**src/rtl/blank_mask_regs.svh**
```systemverilog
// Register offsets, field positions and reset values of the blanking mask gate
`ifndef BLANK_MASK_REGS_SVH
`define BLANK_MASK_REGS_SVH
`define BM_CTRL0_OFF     8'h00
`define BM_CTRL1_OFF     8'h04
`define BM_CTRL2_OFF     8'h08
`define BM_STATUS_OFF    8'h0C
`define BM_CTRL_RESET    16'h0000
`define BM_CTRL_WMASK    16'hBFFF
`define BM_POL_BIT       15
`define BM_UNIMP_BIT     14
`define BM_ST_BLANK_LSB  0
`define BM_ST_CMP_LSB    3
`define BM_ST_MASK_LSB   6
`endif

```
**src/rtl/blank_mask_pkg.sv**
```systemverilog
// Types shared by the blanking mask gate
package blank_mask_pkg;
    // One mask gating control word, bit 15 down to bit 0
    typedef struct packed {
        logic blank_polarity_select;
        logic unimpl;
        logic or_in_c_true_en;
        logic or_in_c_inv_en;
        logic or_in_b_true_en;
        logic or_in_b_inv_en;
        logic or_in_a_true_en;
        logic or_in_a_inv_en;
        logic conj_out_inv_to_or;
        logic conj_out_true_to_or;
        logic conj_in_c_true_en;
        logic conj_in_c_inv_en;
        logic conj_in_b_true_en;
        logic conj_in_b_inv_en;
        logic conj_in_a_true_en;
        logic conj_in_a_inv_en;
    } mask_ctrl_t;

    // The three shared masking inputs
    typedef struct packed {
        logic mask_input_c;
        logic mask_input_b;
        logic mask_input_a;
    } mask_in_t;

    // APB request from the master
    typedef struct packed {
        logic        psel;
        logic        penable;
        logic        pwrite;
        logic [7:0]  paddr;
        logic [31:0] pwdata;
    } apb_req_t;
endpackage

```
**src/rtl/comparator_blanking_mask_gate.sv**
```systemverilog
// Blanking mask gate for three comparators with an APB register port
`timescale 1ns/100ps
`include "blank_mask_regs.svh"

// What this block does
// - polarity bit picks low or high suppression
// - bit 13 puts mask input C on OR
// - bit 12 puts inverted C on OR
// - bit 11 puts mask input B on OR
// - bit 10 puts inverted B on OR
// - bit 9 puts mask input A on OR
// - bit 8 puts inverted A on OR
// - bits 7/6 route inverted/true AND output
// - upper byte layout, bit 14 unimplemented
module comparator_blanking_mask_gate (
    input  wire logic                     i_clock,
    input  wire logic                     i_rst,
    input  wire logic                     i_clk_en,
    input  wire blank_mask_pkg::apb_req_t i_apb,
    output logic                          o_pready,
    output logic                          o_pslverr,
    output logic [31:0]                   o_prdata,
    input  wire blank_mask_pkg::mask_in_t i_mask,
    input  wire logic [2:0]               i_cmp_raw,
    output logic [2:0]                    o_cmp_event,
    output logic [2:0]                    o_blank
);
    import blank_mask_pkg::*;

    mask_ctrl_t  ctrl [3];
    logic [5:0]  sync1;
    logic [5:0]  sync2;
    logic [5:0]  sync3;
    logic [5:0]  filt;
    mask_in_t    msk;
    logic [2:0]  cmp_f;
    logic [2:0]  blank;
    logic [2:0]  conj_out;
    logic        setup;
    logic        access;
    logic        mapped;
    logic [1:0]  ctrl_idx;
    logic [31:0] next_rdata;
    logic [15:0] status;

    // Pins from outside: three stages, a change counts when stages 2 and 3 agree
    always_ff @(posedge i_clock) begin
        if (i_rst) begin
            sync1 <= 6'h00;
            sync2 <= 6'h00;
            sync3 <= 6'h00;
        end else if (i_clk_en) begin
            sync1 <= {i_cmp_raw, i_mask};
            sync2 <= sync1;
            sync3 <= sync2;
        end
    end

    // Filtered value holds through a disagreement, which rejects one-cycle glitches
    always_ff @(posedge i_clock) begin
        if (i_rst) begin
            filt <= 6'h00;
        end else if (i_clk_en && (sync2 == sync3)) begin
            filt <= sync3;
        end
    end

    assign msk   = filt[2:0];
    assign cmp_f = filt[5:3];

    // APB phases and decode
    assign setup    = i_apb.psel && !i_apb.penable;
    assign access   = i_apb.psel && i_apb.penable;
    assign ctrl_idx = i_apb.paddr[3:2];
    assign mapped   = (i_apb.paddr == `BM_CTRL0_OFF) || (i_apb.paddr == `BM_CTRL1_OFF)
                   || (i_apb.paddr == `BM_CTRL2_OFF) || (i_apb.paddr == `BM_STATUS_OFF);
    // Frozen block cannot complete a transfer, so ready follows the enable
    assign o_pready = i_clk_en;

    // Control word writes; unimplemented bit never stores
    always_ff @(posedge i_clock) begin
        if (i_rst) begin
            for (int k = 0; k < 3; k++) begin
                ctrl[k] <= `BM_CTRL_RESET;
            end
        end else if (i_clk_en && access && i_apb.pwrite && mapped
                     && (i_apb.paddr != `BM_STATUS_OFF)) begin
            ctrl[ctrl_idx] <= i_apb.pwdata[15:0] & `BM_CTRL_WMASK;
        end
    end

    // Status word shows live blanking, comparator and mask levels
    assign status = {7'h00, msk, cmp_f, blank};

    // Read data captured in the setup cycle, held through the access phase
    always_comb begin
        next_rdata = 32'h0000_0000;
        if (i_apb.paddr == `BM_STATUS_OFF) begin
            next_rdata = {16'h0000, status};
        end else if (mapped) begin
            next_rdata = {16'h0000, ctrl[ctrl_idx]};
        end
    end

    always_ff @(posedge i_clock) begin
        if (i_rst) begin
            o_prdata  <= 32'h0000_0000;
            o_pslverr <= 1'b0;
        end else if (i_clk_en && setup) begin
            o_prdata  <= i_apb.pwrite ? 32'h0000_0000 : next_rdata;
            o_pslverr <= !mapped;
        end
    end

    // One gate pair per comparator
    for (genvar k = 0; k < 3; k++) begin : g_cmp
        logic [5:0] conj_terms;
        logic [5:0] conj_sel;
        logic [7:0] or_terms;
        logic [7:0] or_sel;

        // AND inputs in order C, /C, B, /B, A, /A
        assign conj_terms = {msk.mask_input_c, !msk.mask_input_c, msk.mask_input_b,
                             !msk.mask_input_b, msk.mask_input_a, !msk.mask_input_a};
        assign conj_sel   = ctrl[k][5:0];
        // With no input picked the AND gate gives low, so its true route cannot blank forever
        assign conj_out[k] = (|conj_sel) && (&(conj_terms | ~conj_sel));

        // OR inputs in order C, /C, B, /B, A, /A, /AND, AND
        assign or_terms = {conj_terms, !conj_out[k], conj_out[k]};
        assign or_sel   = {ctrl[k][13:8], ctrl[k][7:6]};
        assign blank[k] = |(or_terms & or_sel);

        // Blanked output is held at the level that is not asserted
        always_ff @(posedge i_clock) begin
            if (i_rst) begin
                o_cmp_event[k] <= 1'b0;
                o_blank[k]     <= 1'b0;
            end else if (i_clk_en) begin
                o_blank[k] <= blank[k];
                if (blank[k]) begin
                    o_cmp_event[k] <= ctrl[k].blank_polarity_select;
                end else begin
                    o_cmp_event[k] <= cmp_f[k];
                end
            end
        end

        pol_low_a : assert property (@(posedge i_clock) disable iff (i_rst)
            i_clk_en && blank[k] && ctrl[k].blank_polarity_select
            |=> o_cmp_event[k] == 1'b1)
            else $error("low event not blanked");
        pol_high_a : assert property (@(posedge i_clock) disable iff (i_rst)
            i_clk_en && blank[k] && !ctrl[k].blank_polarity_select
            |=> o_cmp_event[k] == 1'b0)
            else $error("high event not blanked");
        c_true_or_a : assert property (@(posedge i_clock) disable iff (i_rst)
            ctrl[k].or_in_c_true_en && msk.mask_input_c |-> blank[k])
            else $error("input C did not blank");
        c_inv_or_a : assert property (@(posedge i_clock) disable iff (i_rst)
            ctrl[k].or_in_c_inv_en && !msk.mask_input_c |-> blank[k])
            else $error("inverted C did not blank");
        b_true_or_a : assert property (@(posedge i_clock) disable iff (i_rst)
            ctrl[k].or_in_b_true_en && msk.mask_input_b |-> blank[k])
            else $error("input B did not blank");
        b_inv_or_a : assert property (@(posedge i_clock) disable iff (i_rst)
            ctrl[k].or_in_b_inv_en && !msk.mask_input_b |-> blank[k])
            else $error("inverted B did not blank");
        a_true_or_a : assert property (@(posedge i_clock) disable iff (i_rst)
            ctrl[k].or_in_a_true_en && msk.mask_input_a |-> blank[k])
            else $error("input A did not blank");
        a_inv_or_a : assert property (@(posedge i_clock) disable iff (i_rst)
            ctrl[k].or_in_a_inv_en && !msk.mask_input_a |-> blank[k])
            else $error("inverted A did not blank");
        conj_route_a : assert property (@(posedge i_clock) disable iff (i_rst)
            (ctrl[k].conj_out_true_to_or && conj_out[k])
            || (ctrl[k].conj_out_inv_to_or && !conj_out[k]) |-> blank[k])
            else $error("AND output not routed");
        conj_sel_a : assert property (@(posedge i_clock) disable iff (i_rst)
            ctrl[k].conj_in_c_true_en && !msk.mask_input_c |-> !conj_out[k])
            else $error("AND gate ignored input C");
        pass_thru_a : assert property (@(posedge i_clock) disable iff (i_rst)
            i_clk_en && !blank[k] |=> o_cmp_event[k] == $past(cmp_f[k]))
            else $error("unblanked event altered");
        idle_gate_a : assert property (@(posedge i_clock) disable iff (i_rst)
            ctrl[k][13:6] == 8'h00 |-> !blank[k])
            else $error("blank with no OR input");
        // Bus side of each control word: store, read back, write-protect
        write_store_a : assert property (@(posedge i_clock) disable iff (i_rst)
            i_clk_en && access && i_apb.pwrite && (i_apb.paddr == 8'(4 * k))
            |=> ctrl[k] == ($past(i_apb.pwdata[15:0]) & `BM_CTRL_WMASK))
            else $error("control word not stored");
        read_back_a : assert property (@(posedge i_clock) disable iff (i_rst)
            access && !i_apb.pwrite && (i_apb.paddr == 8'(4 * k))
            |-> o_prdata == {16'h0000, ctrl[k]})
            else $error("control word read wrong");
        status_ro_a : assert property (@(posedge i_clock) disable iff (i_rst)
            i_clk_en && access && i_apb.pwrite && (i_apb.paddr == `BM_STATUS_OFF)
            |=> $stable(ctrl[k]))
            else $error("status write changed control");
        // Low enable must hold every flop, or a frozen block would drift
        ctrl_freeze_a : assert property (@(posedge i_clock) disable iff (i_rst)
            !i_clk_en |=> $stable(ctrl[k]) && $stable(o_blank[k]) && $stable(o_cmp_event[k]))
            else $error("state moved while frozen");
        blank_cov : cover property (@(posedge i_clock) disable iff (i_rst)
            i_clk_en && blank[k] ##1 i_clk_en && !blank[k]);
    end

    // An unmapped address must answer with an error
    slave_err_a : assert property (@(posedge i_clock) disable iff (i_rst)
        access && !mapped |-> o_pslverr)
        else $error("unmapped access not flagged");
    // A disagreeing pin sample must not move the filtered value
    glitch_hold_a : assert property (@(posedge i_clock) disable iff (i_rst)
        i_clk_en && (sync2 != sync3) |=> $stable(filt))
        else $error("glitch reached the gate");

    unimpl_zero_a : assert property (@(posedge i_clock) disable iff (i_rst)
        access && !i_apb.pwrite && (i_apb.paddr != `BM_STATUS_OFF) |-> !o_prdata[`BM_UNIMP_BIT])
        else $error("unimplemented bit read as one");
    write_cov : cover property (@(posedge i_clock) disable iff (i_rst)
        access && i_apb.pwrite && o_pready);
    err_cov : cover property (@(posedge i_clock) disable iff (i_rst)
        access && o_pslverr);
    pol_cov : cover property (@(posedge i_clock) disable iff (i_rst)
        ctrl[0].blank_polarity_select && o_blank[0]);
endmodule

```
**config.mk**
```make
export PLATFORM = sky130hd
export DESIGN_NAME = comparator_blanking_mask_gate
export DESIGN_NICKNAME = d
export VERILOG_FILES = /design/src/rtl/blank_mask_pkg.sv /design/src/rtl/comparator_blanking_mask_gate.sv
export VERILOG_INCLUDE_DIRS = /design/src /design/src/rtl
export SDC_FILE = /design/constraint.sdc
export NUM_CORES = 1
export LEC_CHECK = 0
export BUFFER_PORTS_ARGS = -buffer_cell sky130_fd_sc_hd__buf_2
export CORE_MARGIN = 2
export CORE_UTILIZATION = 50
export DETAILED_ROUTE_END_ITERATION = 10
export GPL_ROUTABILITY_DRIVEN = 0
export PLACE_DENSITY = 0.74
export SLEW_MARGIN = 15
export SYNTH_ARGS = -nofsm -noshare
export SYNTH_HDL_FRONTEND = slang
export SYNTH_SLANG_ARGS = --single-unit
```
**constraint.sdc**
```tcl
create_clock -name i_clock -period 3.55 [get_ports i_clock]
set_clock_uncertainty 0.05 [all_clocks]
set_input_delay 0 -clock i_clock [delete_from_list [all_inputs] [get_ports i_clock]]
set_output_delay 0 -clock i_clock [all_outputs]
set_load 0.02 [all_outputs]
```
==> results by group <==
Clock tree
  • Reg clk slew, reported paths: around 0.090 ns
  • CTS tree: yes
  • # clock sinks: 91
  • Root Driver: clkbuf_8
  • Clock buffer depth: 2
  • # H-tree levels: 3
  • CTS buffer count: 9
  • Worst skew pair latency: ~0.37 ns

Place
  • Placed wire-length estimate: ~6500 microns
  • Setup WS pre-CTS: between 0.9 and 1 ns
  • I/O Buffers: 57

Floorplanning
  • Die Y: a little under 100 microns
  • # rows: 34
  • Area of the core: 8590 sq um
  • Die Area: ~9500 sq um
  • Initial Util: 0.506
  • Horiz. Die Dim: approximately 97 microns
  • Io pins: between 90 and 100

Hold path
  • Worst min path class: in2reg

Global route
  • Total grt overflow: 0
  • Largest net degree at the start of global routing: 50
  • Vias in the first global route: ~3000
  • First-pass GRT wire length: around 15000 microns
  • GR Util All Layers: 0.201
  • Initial antenna violation count: 0

Final layout
  • Layout cells sized above 1: 0.213
  • Most common cell after layout, fill and taps aside: buf_2
  • Area growth syn-to-layout: 15.0%
  • Most frequent cells in the layout: 57 x buf_2, 49 x mux2i_1, 46 x dfxtp_1
  • Fin nets: 502
  • Ant diodes: 0

Synth
  • Async SR Flop Fraction: 0
  • FF+latch count, synth: 91
  • Post-synth EDFFs: 45
  • Cells after Synth: between 300 and 400
  • Synth Flop Type: dfxtp_1
  • Avg Cell Area, Syn: ~11 sq um
  • Mapped Area: about 4300 sq um
  • Number of distinct library cells after synthesis: 38
  • Synth warn: 0
  • Sequential element share of the synthesized area: 0.523

Timing
  • Tcrit/Tclk final: 0.690
  • Fmax: just over 400 MHz
  • Max_slew headroom: 0.424
  • # setup viols final: 0
  • Pins Over Slew Limit: 0
  • Final min period: 2.45 ns
  • Worst-margin pin slew: 0.857 ns
  • Worst hold slack: 0.0137 ns
  • RSZ-0062 raised after global routing: false
  • Final hold vios: 0
  • Worst Slack Setup Final: ~1.1 ns
  • Total Negative Setup Slacks: 0 ns

Pwr
  • Worst VDD drop: approximately 0.00017 V
  • Power per standard cell area: approximately 410 nW/um^2
  • Overall power: between 2 and 2.5 mW
  • Leak pwr: between 2 and 2.5 nW

Worst setup path
  • CP max stage delay: 0.68 ns
  • Crit path cell chain: mux2_4 > or4_1 > or3_1 > and3_1 > a211oi_2
  • Crit path capture type: flop
  • Startpoint types: flop
  • Slowest CP cell: dfxtp_1
  • Worst-path maximum fanout: 8
  • Data arrival, critical path: between 2 and 3 ns
  • Crit Path Class: reg2reg
  • Worst Path Required: approximately 3.8 ns

Run
  • Max Cap Viol: 0

Detailed routing
  • Vias: between 3000 and 4000
  • Routed WL: between 9000 and 10000 microns
  • Drt via density: around 5.5
  • ANT nets after route: 0
  • Drt pass-1 iters: 5
  • Initial DRC Count: approximately 260
  • Residual DRC: 0
  • Wire per inst: 16.7 microns

Status
  • Status: finished clean
==> area by class of cell <==
cell class / instances / area (sq um)
Clock inverter: 5 / 42.5
Tap cell: 108 / 135
Multi-Input combinational cell: 265 / 1860
Timing Repair Buffer: 83 / 533
Fill cell: 709 / 3600
Sequential cell: 91 / 2270
Clock buffer: 11 / 153
==> where the power goes <==
group	internal, mW	leakage [nW]	switching (mW)
sequential	1.14	0.801	0.0303
clock	0.306	0.0975	0.376
combinational	0.0892	1.18	0.116
total	1.53	2.07	0.522
==> cell families (layout without fill, tap and decap cells) <==
logic type                count (synthesis)  after routing  share of synthesized area
DFF                                      91             91                      0.523
AOI/OAI and AO/OA                        40             40                     0.0630
other                                     1             17                   0.000863
buffers and inverters                    41             99                     0.0628
and+or+nand+nor                         138            138                      0.168
xor gates and xnor gates                  6              6                     0.0121
muxes                                    64             64                      0.171
==> per-layer routing <==
layer | wire length, microns | track usage | vias to the layer above | share of wire
li1 | - | - | 1486 | -
met1 | 4290 | 0.274 | 1449 | 0.46
met2 | 4310 | 0.315 | 124 | 0.46
met3 | 544 | 0.0345 | 17 | 0.058
met4 | 245 | 0.0951 | 0 | 0.026
met5 | 0 | 0 | - | 0
==> registers in the layout, summed over array words and instances (netlist names) <==
| name | count |
|---|---|
| sync1 | 6 |
| ctrl | 45 |
| o_cmp_event | 3 |
| o_prdata | 15 |
| o_pslverr | 1 |
| sync2 | 6 |
| sync3 | 6 |
| o_blank | 3 |
| filt | 6 |
==> worst max-delay path: cells and delay by family, from the launching register on <==
family | cells | cell delay (ns)
and+or+nand+nor | 3 | 1.12
DFF | 1 | 0.68
muxes | 1 | 0.36
AOI/OAI and AO/OA | 1 | 0.17
==> stage by stage <==
| step | util | instance area (sq um) | cells |
|---|---|---|---|
| after global routing | 0.582 | 5000 | 563 |
| after detailed placement | 0.534 | 4590 | 526 |
| after global placement | 0.534 | 4590 | 526 |
| after floorplan | - | 4410 | 397 |
| final | 0.582 | 5000 | 563 |
| after CTS | 0.582 | 5000 | 563 |
==> synthesized netlist by cell type, types with 4 or more instances <==
master     n  share of area
o21ai_0   15          0.017
nand3_1    6         0.0069
and3_1    18          0.026
or3_1      4         0.0058
edfxtp_1  45           0.31
mux2i_1   49           0.11
a22oi_1   12          0.021
or4_1      6          0.010
dfxtp_1   46           0.21
clkbuf_1  14          0.012
nor3_1     5         0.0058
mux2_2     6          0.016
nor2_1    40          0.035
mux4_2     5          0.026
nor4_1     4         0.0058
buf_6      4          0.010
and2_1    30          0.043
buf_4     18          0.031
nand2_1   14          0.012
==> path summary, 6_finish.rpt <==
path,slack [ns],cells past startpoint,end,from
setup reg to reg,1.10,5,o_cmp_event[0],filt[2]
hold / removal,0.01,5,o_pslverr,i_apb[38]
hold reg to reg,0.42,2,o_blank[1],o_blank[1]
setup / recovery,1.10,5,o_cmp_event[0],filt[2]
==> repair_timing <==
| item | 4_1_cts | 5_1_grt |
|---|---|---|
| hold buffers | 21 | 0 |
| setup buffers | 0 | 0 |
| hold endpoints to repair | 51 | 0 |
| gates resized for setup | 0 | 0 |
Power figures use the tool's default switching activity.
